$ cat src/rtl/sapm_consts.vh
// Constants for the status, alert and power monitor command block
`ifndef SAPM_CONSTS_VH
`define SAPM_CONSTS_VH
// Register offsets (word index on the plain register port)
`define SAPM_REG_CLEAR_FAULTS   8'h03
`define SAPM_REG_OPERATION      8'h01
`define SAPM_REG_STATUS         8'h10
`define SAPM_REG_DEVICE_CFG     8'h11
`define SAPM_REG_PIN_ONE_SETUP  8'h12
`define SAPM_REG_PIN_TWO_SETUP  8'h13
`define SAPM_REG_MON_SETUP      8'h14
`define SAPM_REG_MON_START      8'h15
`define SAPM_REG_READ_IOUT      8'h20
`define SAPM_REG_READ_VIN       8'h21
`define SAPM_REG_READ_VOUT      8'h22
`define SAPM_REG_MAX_IOUT       8'h23
`define SAPM_REG_MAX_VIN        8'h24
`define SAPM_REG_MAX_VOUT       8'h25
`define SAPM_REG_VIN_OV_LIM     8'h30
`define SAPM_REG_VIN_UV_LIM     8'h31
`define SAPM_REG_VOUT_OV_LIM    8'h32
`define SAPM_REG_VOUT_UV_LIM    8'h33
`define SAPM_REG_IOUT_OC_LIM    8'h34
`define SAPM_REG_IOUT_LIM2      8'h35
// Status bit positions
`define SAPM_ST_UV_FAULT        0
`define SAPM_ST_OV_FAULT        1
`define SAPM_ST_OC_FAULT        2
`define SAPM_ST_TIMER_ACT       3
`define SAPM_ST_IOUT_OC_WARN    4
`define SAPM_ST_IOUT_WARN2      5
`define SAPM_ST_VIN_UV_WARN     6
`define SAPM_ST_VIN_OV_WARN     7
`define SAPM_ST_VOUT_UV_WARN    8
`define SAPM_ST_VOUT_OV_WARN    9
`define SAPM_ST_CML             10
`define SAPM_ST_WIDTH           11
// Pin setup fields: [10:0] mask, [12:11] mode, [13] gpo level, [14] invert
`define SAPM_PIN_MODE_LSB       11
`define SAPM_PIN_GPO_BIT        13
`define SAPM_PIN_INV_BIT        14
`define SAPM_MODE_ALERT         2'h0
`define SAPM_MODE_GPO           2'h1
`define SAPM_MODE_TRIGGER       2'h2
// Monitor setup fields
`define SAPM_MON_CONT_BIT       0
`define SAPM_MON_VOUT_BIT       1
`define SAPM_MON_RANGE_BIT      2
`define SAPM_MON_IAVG_LSB       3
`define SAPM_MON_VAVG_LSB       6
// Device config fields
`define SAPM_CFG_OP_EN_BIT      0
`define SAPM_CFG_W2_UNDER_BIT   1
// Reset values
`define SAPM_LIM_MIN            12'h000
`define SAPM_LIM_MAX            12'hfff
`define SAPM_PIN_ONE_RESET      16'h0000
`define SAPM_PIN_TWO_RESET      16'h0008
`define SAPM_MON_SETUP_RESET    16'h0000
`endif

$ cat src/rtl/sapm_monitor.v
// Status latching, alert pins, power monitor control, peaks and warning limits
//
// Design decisions made here: the address-and-strobe port and the address map.
`timescale 1ns/1ps
`default_nettype none
`include "sapm_consts.vh"

module sapm_monitor #(
    parameter integer AVG_MAX = 128
) (
    input  wire        clock,
    input  wire        reset_n,
    input  wire [7:0]  reg_addr,
    input  wire [15:0] reg_wdata,
    input  wire        reg_write,
    input  wire        reg_read,
    output reg  [15:0] reg_rdata,
    input  wire        uv_fault_cond,
    input  wire        ov_fault_cond,
    input  wire        oc_fault_cond,
    input  wire        timer_active_cond,
    input  wire        comm_error_cond,
    input  wire        adc_done,
    input  wire [11:0] adc_current,
    input  wire [11:0] adc_voltage,
    output reg         adc_start,
    output reg         adc_sel_vout,
    output reg         adc_high_range,
    input  wire        multipurpose_pin_one_in,
    output reg         multipurpose_pin_one_oe_n,
    output reg         multipurpose_pin_one_out,
    output reg         multipurpose_pin_two_oe_n,
    output reg         multipurpose_pin_two_out,
    output reg         output_on,
    output reg         monitor_busy
);

// ----------------------------------------------------------------
// Helpers
// ----------------------------------------------------------------
function [7:0] avg_count;
    input [2:0] code;
    begin
        avg_count = 8'h01 << code;
    end
endfunction

function [15:0] sext;
    input [11:0] v;
    begin
        sext = {4'h0, v};
    end
endfunction

// ----------------------------------------------------------------
// Registers
// ----------------------------------------------------------------
reg [`SAPM_ST_WIDTH-1:0] status;
reg [15:0] pin_one_setup;
reg [15:0] pin_two_setup;
reg [15:0] mon_setup;
reg [1:0]  dev_cfg;
reg [11:0] read_iout, read_vin, read_vout;
reg [11:0] max_iout, max_vin, max_vout;
reg [11:0] vin_ov_lim, vin_uv_lim, vout_ov_lim, vout_uv_lim, iout_oc_lim, iout_lim2;
reg        trig_s1, trig_s2, trig_d;
reg        cont_run;
reg        wait_done;
reg [7:0]  avg_left;
reg [19:0] acc_i, acc_v;
reg        new_sample;
reg        alert_one, alert_two;
reg [`SAPM_ST_WIDTH-1:0] status_prev;

wire wr_clear  = reg_write && reg_addr == `SAPM_REG_CLEAR_FAULTS;
wire wr_op     = reg_write && reg_addr == `SAPM_REG_OPERATION && dev_cfg[`SAPM_CFG_OP_EN_BIT];
wire op_clear  = wr_op && !output_on && reg_wdata[0];
wire clear_all = wr_clear || op_clear;
wire [1:0] mode_one = pin_one_setup[`SAPM_PIN_MODE_LSB+1:`SAPM_PIN_MODE_LSB];
wire [1:0] mode_two = pin_two_setup[`SAPM_PIN_MODE_LSB+1:`SAPM_PIN_MODE_LSB];
wire [2:0] iavg = mon_setup[`SAPM_MON_IAVG_LSB+2:`SAPM_MON_IAVG_LSB];
wire [2:0] vavg = mon_setup[`SAPM_MON_VAVG_LSB+2:`SAPM_MON_VAVG_LSB];
wire [2:0] avg_code = (iavg > vavg) ? iavg : vavg;
wire [7:0] n_avg = avg_count(avg_code);
wire [19:0] next_acc_i = acc_i + {8'h00, adc_current};
wire [19:0] next_acc_v = acc_v + {8'h00, adc_voltage};
wire [19:0] shr_i = next_acc_i >> avg_code;
wire [19:0] shr_v = next_acc_v >> avg_code;
wire [11:0] avg_i = shr_i[11:0];
wire [11:0] avg_v = shr_v[11:0];
wire trig_rise = mode_one == `SAPM_MODE_TRIGGER && trig_s2 && !trig_d;
wire wr_start  = reg_write && reg_addr == `SAPM_REG_MON_START;
wire start_req = (wr_start && reg_wdata[0]) || trig_rise;
wire stop_req  = wr_start && !reg_wdata[0];

// ----------------------------------------------------------------
// Warning compares on the fresh averaged sample
// ----------------------------------------------------------------
reg [`SAPM_ST_WIDTH-1:0] cond;
always @* begin
    cond = {`SAPM_ST_WIDTH{1'b0}};
    cond[`SAPM_ST_UV_FAULT]  = uv_fault_cond;
    cond[`SAPM_ST_OV_FAULT]  = ov_fault_cond;
    cond[`SAPM_ST_OC_FAULT]  = oc_fault_cond;
    cond[`SAPM_ST_TIMER_ACT] = timer_active_cond;
    cond[`SAPM_ST_CML]       = comm_error_cond;
    if (new_sample) begin
        cond[`SAPM_ST_IOUT_OC_WARN] = read_iout > iout_oc_lim;
        cond[`SAPM_ST_IOUT_WARN2] = dev_cfg[`SAPM_CFG_W2_UNDER_BIT] ? (read_iout < iout_lim2)
                                                                    : (read_iout > iout_lim2);
        if (!adc_sel_vout) begin
            cond[`SAPM_ST_VIN_UV_WARN] = read_vin < vin_uv_lim;
            cond[`SAPM_ST_VIN_OV_WARN] = read_vin > vin_ov_lim;
        end else begin
            cond[`SAPM_ST_VOUT_UV_WARN] = read_vout < vout_uv_lim;
            cond[`SAPM_ST_VOUT_OV_WARN] = read_vout > vout_ov_lim;
        end
    end
end

// ----------------------------------------------------------------
// Status, setup and limit registers
// ----------------------------------------------------------------
always @(posedge clock or negedge reset_n) begin
    if (!reset_n) begin
        status        <= {`SAPM_ST_WIDTH{1'b0}};
        status_prev   <= {`SAPM_ST_WIDTH{1'b0}};
        pin_one_setup <= `SAPM_PIN_ONE_RESET;
        pin_two_setup <= `SAPM_PIN_TWO_RESET;
        mon_setup     <= `SAPM_MON_SETUP_RESET;
        dev_cfg       <= 2'h0;
        output_on     <= 1'b1;
        vin_ov_lim    <= `SAPM_LIM_MAX;
        vin_uv_lim    <= `SAPM_LIM_MIN;
        vout_ov_lim   <= `SAPM_LIM_MAX;
        vout_uv_lim   <= `SAPM_LIM_MIN;
        iout_oc_lim   <= `SAPM_LIM_MAX;
        iout_lim2     <= `SAPM_LIM_MAX;
    end else begin
        status      <= (clear_all ? {`SAPM_ST_WIDTH{1'b0}} : status) | cond;
        status_prev <= status;
        if (wr_op)
            output_on <= reg_wdata[0];
        if (reg_write) begin
            case (reg_addr)
                `SAPM_REG_DEVICE_CFG:    dev_cfg       <= reg_wdata[1:0];
                `SAPM_REG_PIN_ONE_SETUP: pin_one_setup <= reg_wdata;
                `SAPM_REG_PIN_TWO_SETUP: pin_two_setup <= reg_wdata;
                `SAPM_REG_MON_SETUP:     mon_setup     <= reg_wdata;
                `SAPM_REG_VIN_OV_LIM:    vin_ov_lim    <= reg_wdata[11:0];
                `SAPM_REG_VIN_UV_LIM:    vin_uv_lim    <= reg_wdata[11:0];
                `SAPM_REG_VOUT_OV_LIM:   vout_ov_lim   <= reg_wdata[11:0];
                `SAPM_REG_VOUT_UV_LIM:   vout_uv_lim   <= reg_wdata[11:0];
                `SAPM_REG_IOUT_OC_LIM:   iout_oc_lim   <= reg_wdata[11:0];
                `SAPM_REG_IOUT_LIM2:     iout_lim2     <= reg_wdata[11:0];
                default: ;
            endcase
        end
    end
end

// ----------------------------------------------------------------
// Monitor sequencer and peaks
// ----------------------------------------------------------------
always @(posedge clock or negedge reset_n) begin
    if (!reset_n) begin
        trig_s1        <= 1'b0;
        trig_s2        <= 1'b0;
        trig_d         <= 1'b0;
        monitor_busy   <= 1'b0;
        cont_run       <= 1'b0;
        wait_done      <= 1'b0;
        adc_start      <= 1'b0;
        adc_sel_vout   <= 1'b0;
        adc_high_range <= 1'b0;
        avg_left       <= 8'h00;
        acc_i          <= 20'h00000;
        acc_v          <= 20'h00000;
        new_sample     <= 1'b0;
        read_iout      <= 12'h000;
        read_vin       <= 12'h000;
        read_vout      <= 12'h000;
        max_iout       <= 12'h000;
        max_vin        <= 12'h000;
        max_vout       <= 12'h000;
    end else begin
        trig_s1    <= multipurpose_pin_one_in;
        trig_s2    <= trig_s1;
        trig_d     <= trig_s2;
        adc_start  <= 1'b0;
        new_sample <= 1'b0;
        if (stop_req) begin
            monitor_busy <= 1'b0;
            cont_run     <= 1'b0;
            wait_done    <= 1'b0;
        end else if (start_req && !monitor_busy) begin
            monitor_busy   <= 1'b1;
            cont_run       <= mon_setup[`SAPM_MON_CONT_BIT] && !trig_rise;
            adc_sel_vout   <= mon_setup[`SAPM_MON_VOUT_BIT];
            adc_high_range <= mon_setup[`SAPM_MON_RANGE_BIT];
            avg_left       <= n_avg;
            acc_i          <= 20'h00000;
            acc_v          <= 20'h00000;
            adc_start      <= 1'b1;
            wait_done      <= 1'b1;
        end else if (wait_done && adc_done) begin
            if (avg_left == 8'h01) begin
                read_iout  <= avg_i;
                if (adc_sel_vout)
                    read_vout <= avg_v;
                else
                    read_vin  <= avg_v;
                if (avg_i > max_iout)
                    max_iout <= avg_i;
                if (!adc_sel_vout && avg_v > max_vin)
                    max_vin <= avg_v;
                if (adc_sel_vout && avg_v > max_vout)
                    max_vout <= avg_v;
                new_sample <= 1'b1;
                acc_i      <= 20'h00000;
                acc_v      <= 20'h00000;
                avg_left   <= n_avg;
                if (cont_run) begin
                    adc_start <= 1'b1;
                end else begin
                    monitor_busy <= 1'b0;
                    wait_done    <= 1'b0;
                end
            end else begin
                acc_i     <= next_acc_i;
                acc_v     <= next_acc_v;
                avg_left  <= avg_left - 8'h01;
                adc_start <= 1'b1;
            end
        end
        if (reg_write && reg_wdata == 16'h0000) begin
            case (reg_addr)
                `SAPM_REG_MAX_IOUT: max_iout <= 12'h000;
                `SAPM_REG_MAX_VIN:  max_vin  <= 12'h000;
                `SAPM_REG_MAX_VOUT: max_vout <= 12'h000;
                default: ;
            endcase
        end
    end
end

// ----------------------------------------------------------------
// Alert and general output pins
// ----------------------------------------------------------------
wire rising_one = |(status & ~status_prev & pin_one_setup[`SAPM_ST_WIDTH-1:0]);
wire rising_two = |(status & ~status_prev & pin_two_setup[`SAPM_ST_WIDTH-1:0]);
wire level_one  = mode_one == `SAPM_MODE_GPO ? pin_one_setup[`SAPM_PIN_GPO_BIT]
                                             : alert_one ^ ~pin_one_setup[`SAPM_PIN_INV_BIT];
wire level_two  = mode_two == `SAPM_MODE_GPO ? pin_two_setup[`SAPM_PIN_GPO_BIT]
                                             : alert_two ^ ~pin_two_setup[`SAPM_PIN_INV_BIT];

always @(posedge clock or negedge reset_n) begin
    if (!reset_n) begin
        alert_one                 <= 1'b0;
        alert_two                 <= 1'b0;
        multipurpose_pin_one_oe_n <= 1'b1;
        multipurpose_pin_one_out  <= 1'b0;
        multipurpose_pin_two_oe_n <= 1'b1;
        multipurpose_pin_two_out  <= 1'b0;
    end else begin
        // mask used only in alert mode; a fresh rise beats a clear
        if (mode_one == `SAPM_MODE_ALERT && rising_one)
            alert_one <= 1'b1;
        else if (clear_all)
            alert_one <= 1'b0;
        if (mode_two == `SAPM_MODE_ALERT && rising_two)
            alert_two <= 1'b1;
        else if (clear_all)
            alert_two <= 1'b0;
        // Open drain: drive only a low level
        multipurpose_pin_one_out  <= 1'b0;
        multipurpose_pin_two_out  <= 1'b0;
        multipurpose_pin_one_oe_n <= (mode_one == `SAPM_MODE_TRIGGER) ? 1'b1 : level_one;
        multipurpose_pin_two_oe_n <= level_two;
    end
end

// ----------------------------------------------------------------
// Read port
// ----------------------------------------------------------------
always @(posedge clock or negedge reset_n) begin
    if (!reset_n) begin
        reg_rdata <= 16'h0000;
    end else if (reg_read) begin
        case (reg_addr)
            `SAPM_REG_OPERATION:     reg_rdata <= {15'h0000, output_on};
            `SAPM_REG_STATUS:        reg_rdata <= {5'h00, status};
            `SAPM_REG_DEVICE_CFG:    reg_rdata <= {14'h0000, dev_cfg};
            `SAPM_REG_PIN_ONE_SETUP: reg_rdata <= pin_one_setup;
            `SAPM_REG_PIN_TWO_SETUP: reg_rdata <= pin_two_setup;
            `SAPM_REG_MON_SETUP:     reg_rdata <= mon_setup;
            `SAPM_REG_MON_START:     reg_rdata <= {15'h0000, monitor_busy};
            `SAPM_REG_READ_IOUT:     reg_rdata <= sext(read_iout);
            `SAPM_REG_READ_VIN:      reg_rdata <= sext(read_vin);
            `SAPM_REG_READ_VOUT:     reg_rdata <= sext(read_vout);
            `SAPM_REG_MAX_IOUT:      reg_rdata <= sext(max_iout);
            `SAPM_REG_MAX_VIN:       reg_rdata <= sext(max_vin);
            `SAPM_REG_MAX_VOUT:      reg_rdata <= sext(max_vout);
            `SAPM_REG_VIN_OV_LIM:    reg_rdata <= sext(vin_ov_lim);
            `SAPM_REG_VIN_UV_LIM:    reg_rdata <= sext(vin_uv_lim);
            `SAPM_REG_VOUT_OV_LIM:   reg_rdata <= sext(vout_ov_lim);
            `SAPM_REG_VOUT_UV_LIM:   reg_rdata <= sext(vout_uv_lim);
            `SAPM_REG_IOUT_OC_LIM:   reg_rdata <= sext(iout_oc_lim);
            `SAPM_REG_IOUT_LIM2:     reg_rdata <= sext(iout_lim2);
            default:                 reg_rdata <= 16'h0000;
        endcase
    end else begin
        reg_rdata <= 16'h0000;
    end
end

endmodule // sapm_monitor
`default_nettype wire

$ cat config.mk
export PLATFORM = sky130hd
export DESIGN_NAME = sapm_monitor
export DESIGN_NICKNAME = d
export VERILOG_FILES = /design/src/rtl/sapm_monitor.v
export VERILOG_INCLUDE_DIRS = /design/src /design/src/rtl
export SDC_FILE = /design/constraint.sdc
export NUM_CORES = 1
export LEC_CHECK = 0
export BUFFER_PORTS_ARGS = -buffer_cell sky130_fd_sc_hd__buf_2
export CAP_MARGIN = 20
export CORE_MARGIN = 8
export CORE_UTILIZATION = 35
export CTS_CLUSTER_SIZE = 20
export DETAILED_ROUTE_END_ITERATION = 8
export HOLD_SLACK_MARGIN = 0.02
export PLACE_DENSITY = 0.58
export SETUP_SLACK_MARGIN = 0.3
export SLEW_MARGIN = 20
export SYNTH_ARGS = -nofsm -noshare
export SYNTH_HDL_FRONTEND = slang
export SYNTH_SLANG_ARGS = --single-unit
$ cat constraint.sdc
create_clock -name clock -period 5.64 [get_ports clock]
set_clock_uncertainty 0.1 [all_clocks]
set_input_delay 0.564 -clock clock [delete_from_list [all_inputs] [get_ports clock]]
set_output_delay 0.564 -clock clock [all_outputs]
set_load 0.02 [all_outputs]
==> metrics.txt, run 1 <==
largest net degree at the start of global routing=147; Post-synth EDFFs=0; Reg2Reg Setup Slack=0.59 ns; worst path cell trace=inv_1, ha_1, and3_1, o21ba_2, mux2_4, buf_4, mux2i_1, mux2i_1, nor2_1, a21oi_2, inv_1, ha_1, nand4_1, o21ai_0, a221oi_2, buf_4, nor3_2, nor2_1, a211oi_1; sequential area share after synthesis=0.401; total number of vias=15,600; area post-placement=0.0196 mm2; Sink Count=292; clock buffer depth=3; R2R Path End=max_vin[9]; Power, Total=0.00840 W; cells after synthesis=1,893; Initial Util=0.352; Yosys reg bits=292; RSZ-0062 raised after global routing=no; Peak Freq=0.198 GHz; leakage=9.09 nW; die width=245 um; Starting DRT DRC Count=1,601; commonest non-fill, non-tap cell in the layout=dfrtp_1; Inserted Clock Buffers=36; drt first pass iters=6; maxcap violations=0; Top delay family on crit path=compound AO/OA/AOI/OAI gates; antenna violations before repair=1; Worst R2R Start=mon_setup[7]; WP buf/inv=4; CP Data Arrival Time=5.41 ns; placed wire-length estimate=47,000 um; DIE AREA=0.0601 mm2; Pwr Density=401 mW/mm2; Crit-path slowest cell=nor3_2; worst r2r path cells=19; Least-Margin Pin Slew=1.11 ns; H-tree Lvls=2; crit path launch=mon_setup[7]; final wirelength=63,500 um; die extent in y=245 um; Critical path destination=max_vin[9]; ys flop type=dfrtp_1; WP depth=19; status=completed; # fillers=5,173; all-layer global routing usage=0.205; Crit Path Max Fanout=18; GR Overflow Total=0; Synth Warn #=0; Worst-Skew Late Latency=0.56 ns; Via density=5.81; Hold Vio Cnt, Final=0; CTS tree=yes; Finished Cell Area=0.0210 mm2; Yosys cell types=105; Rows=84; Critical Path Max Stage Delay=0.55 ns; final period demand of the worst path=5.05 ns; first-pass GRT wire length=95,400 um; DRC viols=0; GP Congestion=0.970; most frequent cells in the layout=dfrtp_1, nand2_1, nor2_1, inv_1, ha_1; Hold Slack=0.0876 ns; Root Buffer=clkbuf_16; Final period util=0.895; ys async rst share=1.00; CP endpoint kind=flop; path type of the worst setup path=reg2reg; io pins=84; CP required=6.00 ns; syn avg cell area=9.71 um2; hold path startpoint=comm_error_cond; core area=0.0522 mm2; share of layout cells above drive strength 1=0.219; Netlist Area Pre-Place=0.0184 mm2; Slew HR=0.257; startpoint types=flop; peak supply drop=0.248 mV; final setup fails=0; Avg WL per Cell=23.7 um; nets=2,163; clock slew seen by the registers of the worst setup and hold paths=0.06 ns; class of the worst hold path=in2reg; Layout area overhead=14.0%; final slew viol count=0; Routed Antenna Nets=0; count of input and output buffers=81; vias in the first global route=15,100; Setup TNS=0 ns
where the power goes:
| group | total (W) | internal, W | switching [W] |
|---|---|---|---|
| clock network | 0.00231 | 0.00135 | 0.000958 |
| registers | 0.00251 | 0.00231 | 0.000197 |
| logic | 0.00358 | 0.00142 | 0.00217 |
| total | 0.00840 | 0.00508 | 0.00332 |
worst reg2reg max path, stage by stage, from the launching register on:
cell and delay, ns:
dfrtp_1 0.43, inv_1 0.18, ha_1 0.27, and3_1 0.20, o21ba_2 0.41, mux2_4 0.46, buf_4 0.24, mux2i_1 0.13
mux2i_1 0.26, nor2_1 0.10, a21oi_2 0.25, inv_1 0.10, ha_1 0.31, nand4_1 0.12, o21ai_0 0.32, a221oi_2 0.10
buf_4 0.17, nor3_2 0.55, nor2_1 0.08, a211oi_1 0.18
worst min path at each step:
stage,to,depth (start not counted)
6_report,status[10],2
5_1_grt,status[10],2
4_1_cts,status[10],2
3_5_place_dp,trig_s2,0
3_3_place_gp,trig_s2,0
2_1_floorplan,acc_i[0],0
cells by family after synthesis:
| kind of cell | after synthesis | synth area share |
|---|---|---|
| AO/OA/AOI/OAI | 526 | 0.203 |
| AND/OR/NAND/NOR | 501 | 0.134 |
| buffers and inverters | 240 | 0.0516 |
| XOR/XNOR | 34 | 0.0170 |
| flip-flops | 292 | 0.401 |
| multiplexers | 162 | 0.0997 |
| other | 1 | 0.000204 |
| adder cells (fa/ha/maj) | 137 | 0.0941 |
synth_stat cells (all sizes together), types with 6 or more instances:
| cell type | number | area, um2 |
|---|---|---|
| buf | 41 | 201 |
| xnor2 | 18 | 165 |
| and4 | 11 | 96.3 |
| a22o | 10 | 87.6 |
| a22oi | 47 | 353 |
| and3 | 12 | 75.1 |
| nor2b | 24 | 150 |
| nand3 | 24 | 120 |
| nand2b | 16 | 100 |
| nor2 | 148 | 566 |
| o31ai | 21 | 158 |
| o21a | 6 | 45.0 |
| a21o | 51 | 383 |
| nand3b | 8 | 60.1 |
| a222oi | 26 | 260 |
| dfstp | 52 | 1370 |
| nand4 | 27 | 199 |
| mux2 | 135 | 1520 |
| a221oi | 22 | 216 |
| nor3 | 32 | 181 |
| inv | 140 | 526 |
| and2 | 8 | 50.1 |
| a211oi | 39 | 303 |
| a211o | 6 | 61.3 |
| clkbuf | 59 | 221 |
| mux2i | 26 | 289 |
| nand2 | 159 | 599 |
| dfrtp | 240 | 6010 |
| xor2 | 16 | 148 |
| o22ai | 10 | 68.8 |
| o21ai | 101 | 505 |
| o211ai | 11 | 82.6 |
| a21oi | 95 | 483 |
| a31oi | 25 | 163 |
| ha | 135 | 1690 |
| o41ai | 6 | 60.1 |
flip-flops by register name, indices dropped and copies added, names as in the netlist, 16 cells and up:
register       count
acc_i             19
pin_one_setup     16
pin_two_setup     16
acc_v             19
reg_rdata         16
mon_setup         16
per-layer routing:
metal | up-vias | global-route usage | part of all wire | wire length, um
met4 | 2 | 0.0878 | 0.040 | 2540
li1 | 7116 | - | - | -
met3 | 115 | 0.0321 | 0.066 | 4200
met2 | 543 | 0.323 | 0.45 | 28700
met1 | 7825 | 0.279 | 0.44 | 28000
met5 | - | 0 | 0.00020 | 13
area by class of cell:
| cell class | instances | area [um2] | area share |
|---|---|---|---|
| multi-input combinational | 1364 | 10200 | 0.486 |
| sequential | 292 | 7370 | 0.352 |
| clock buffer | 51 | 1050 | 0.0500 |
| tap | 688 | 861 | 0.0411 |
| timing repair buffer | 133 | 848 | 0.0405 |
| inverter | 140 | 526 | 0.0251 |
| clock inverter | 14 | 118 | 0.00561 |
| antenna | 1 | 2.50 | 0.000119 |
through the flow:
stage	utilization	worst slack (ns)	cells
6_report	0.401	0.591	2683
3_3_place_gp	0.376	0.346	2609
5_1_grt	0.401	0.247	2682
3_5_place_dp	0.376	0.229	2609
2_1_floorplan	-	0.826	1894
4_1_cts	0.399	0.432	2676
what timing repair did:
item,in CTS,in global routing
hold buffers,2,0
endpoints found under the hold margin,37,0
setup buffers,0,4
endpoints found under the setup margin,0,36
resized for setup,0,9
Power figures use the tool's default switching activity.
==> run 2, diff against run 1 <==
BUFFER_PORTS_ARGS = default   (was -buffer_cell sky130_fd_sc_hd__buf_2)
DONT_BUFFER_PORTS = 1   (was default)
PLACE_DENSITY = 0.57   (was 0.58)
==> metrics.txt, run 2 (same netlist as run 1, synthesis figures left out) <==
Reg2Reg Setup Slack=0.57 ns (was 0.59 ns); Finished Cell Area=0.0207 mm2 (was 0.0210 mm2); placed wire-length estimate=45,400 um (was 47,000 um); Clock Power Share=0.289 (was 0.275); Final Worst Setup Slack=0.573 ns (was 0.591 ns); leakage=8.82 nW (was 9.09 nW); RSZ-0062 raised after global routing=no (unchanged); ant diodes=0 (was 1); Starting DRT DRC Count=1,532 (was 1,601); io pins=84 (unchanged); Initial Util=0.352 (unchanged); clock slew seen by the registers of the worst setup and hold paths=0.06 ns (about the same); Peak Freq=0.197 GHz (was 0.198 GHz); total number of vias=15,300 (was 15,600); maxcap violations=0 (unchanged); share of layout cells above drive strength 1=0.187 (was 0.219); Worst R2R Start=mon_setup[5] (was mon_setup[7]); final wirelength=62,200 um (was 63,500 um); internal power=0.00522 W (was 0.00508 W); DRC viols=0 (unchanged); final setup fails=0 (unchanged); worst r2r path cells=19 (unchanged); Crit Path Max Fanout=14 (was 18); nets=2,095 (was 2,163); final period demand of the worst path=5.07 ns (was 5.05 ns); cts hold-fix bufs=6 (was 2); clock buffer depth=3 (unchanged); vias in the first global route=15,000 (was 15,100); Root Buffer=clkbuf_16 (unchanged); CTS tree=yes (unchanged); Pwr Density=410 mW/mm2 (was 401 mW/mm2); first-pass GRT wire length=94,400 um (was 95,400 um); worst slack at placement=0.258 ns (was 0.229 ns); Rows=84 (unchanged); Worst-Skew Late Latency=0.57 ns (was 0.56 ns); class of the worst hold path=in2async (was in2reg); commonest non-fill, non-tap cell in the layout=dfrtp_1 (unchanged); status=finished, violations left (was completed); core area=0.0522 mm2 (unchanged); die width=245 um (unchanged); Critical path destination=max_iout[6] (was max_vin[9]); R2R Path End=max_iout[6] (was max_vin[9]); sequential share of power=0.297 (was 0.299); Layout area overhead=12.5% (was 14.0%); die extent in y=245 um (unchanged); Avg WL per Cell=23.8 um (was 23.7 um); Inserted Clock Buffers=36 (unchanged); DIE AREA=0.0601 mm2 (unchanged); Final period util=0.898 (was 0.895); area post-placement=0.0192 mm2 (was 0.0196 mm2); failing checks=hold timing; Routed Antenna Nets=0 (unchanged); GR Overflow Total=0 (unchanged); most frequent cells in the layout=dfrtp_1, nand2_1, nor2_1, inv_1, ha_1 (unchanged); peak supply drop=0.208 mV (was 0.248 mV); count of input and output buffers=0 (was 81); all-layer global routing usage=0.202 (was 0.205); Slew HR=0.115 (was 0.257); Sink Count=292 (unchanged); NetSw=0.00325 W (was 0.00332 W); antenna violations before repair=0 (was 1); Power, Total=0.00846 W (was 0.00840 W); Least-Margin Pin Slew=1.33 ns (was 1.11 ns); path type of the worst setup path=reg2reg (unchanged); crit path launch=mon_setup[5] (was mon_setup[7]); largest net degree at the start of global routing=293 (was 147); CP Data Arrival Time=5.39 ns (was 5.41 ns); GP Congestion=0.950 (was 0.970); Setup TNS=0 ns (unchanged); CP required=5.97 ns (was 6.00 ns); Via density=5.84 (was 5.81); Hold Vio Cnt, Final=254 (was 0); Top Registers=acc_i x19, acc_v x19 (unchanged); H-tree Lvls=2 (unchanged); drt first pass iters=7 (was 6); CP endpoint kind=flop (unchanged); startpoint types=flop (unchanged); Comb pwr share=0.414 (was 0.427); final slew viol count=0 (unchanged); Hold Slack=-0.372 ns (was 0.0876 ns); sw frac=0.383 (was 0.395)
[run 2: cell types whose count changed in the layout (fill, tap and decap cells not counted), sizes merged]
| cell | delta |
|---|---|
| dlygate4sd3 | +4 |
| mux2i | -1 |
| inv | -2 |
| bufinv | +4 |
| diode | -1 |
| clkinvlp | -2 |
| clkinv | +1 |
| buf | -71 |
[run 2: stage by stage]
step	utilization	std cells
floorplan	-	1894
global route	0.396	2615
global placement	0.368	2529
detailed placement	0.368	2530
finish	0.396	2615
CTS	0.393	2602
[run 2: repair_timing]
item                                   in CTS  in global routing
setup endpoints to repair                   0                 36
gates resized for setup                     0                  8
setup buffers                               0                 12
endpoints found under the hold margin     298                292
[run 2: worst min-delay path by stage]
stage,end,cells after the start,start
after global placement,adc_start,0,reset_n
after detailed placement,adc_start,0,reset_n
after floorplan,acc_i[0],0,reset_n
after global routing,acc_v[15],0,reset_n
final,max_iout[0],0,reset_n
after CTS,status_prev[0],0,reset_n
[run 2: critical path: stages, from the launching register on]
cell and delay, ns:
dfrtp_1 0.58, ha_1 0.32, and3_1 0.18, o21ba_2 0.34
mux2i_4 0.47, buf_4 0.19, buf_4 0.20, mux2_2 0.20
a21o_1 0.15, nor2_1 0.05, a21oi_1 0.36, inv_1 0.08
ha_1 0.29, nand2_1 0.05, o21ai_0 0.30, a221oi_1 0.18
a221oi_4 0.33, buf_4 0.28, mux2i_1 0.21, nor2_1 0.07
[run 2: metal layers]
layer | vias to the layer above | track usage | part of all wire
li1 | 6953 | - | -
met3 | 130 | 0.0495 | 0.082
met1 | 7592 | 0.267 | 0.43
met2 | 595 | 0.318 | 0.45
met5 | - | 0 | 0
met4 | 0 | 0.0762 | 0.039
[run 2: power by group through the flow]
stage | combinational (W) | clock [W] | sequential, W
6_report | 0.00350 | 0.00245 | 0.00251
5_1_grt | 0.00389 | 0.00258 | 0.00254
4_1_cts | 0.00341 | 0.00249 | 0.00251
3_5_place_dp | 0.00338 | 0 | 0.00254
3_3_place_gp | 0.00332 | 0 | 0.00254
2_1_floorplan | 0.00250 | 0 | 0.00246
[run 2: final cells by class]
| cell class | count | area, um2 |
|---|---|---|
| fill | 5059 | 31600 |
| multi-input combinational | 1363 | 10200 |
| sequential | 292 | 7370 |
| clock buffer | 51 | 1010 |
| tap | 688 | 861 |
| inverter | 140 | 526 |
| timing repair buffer | 66 | 510 |
| clock inverter | 15 | 236 |
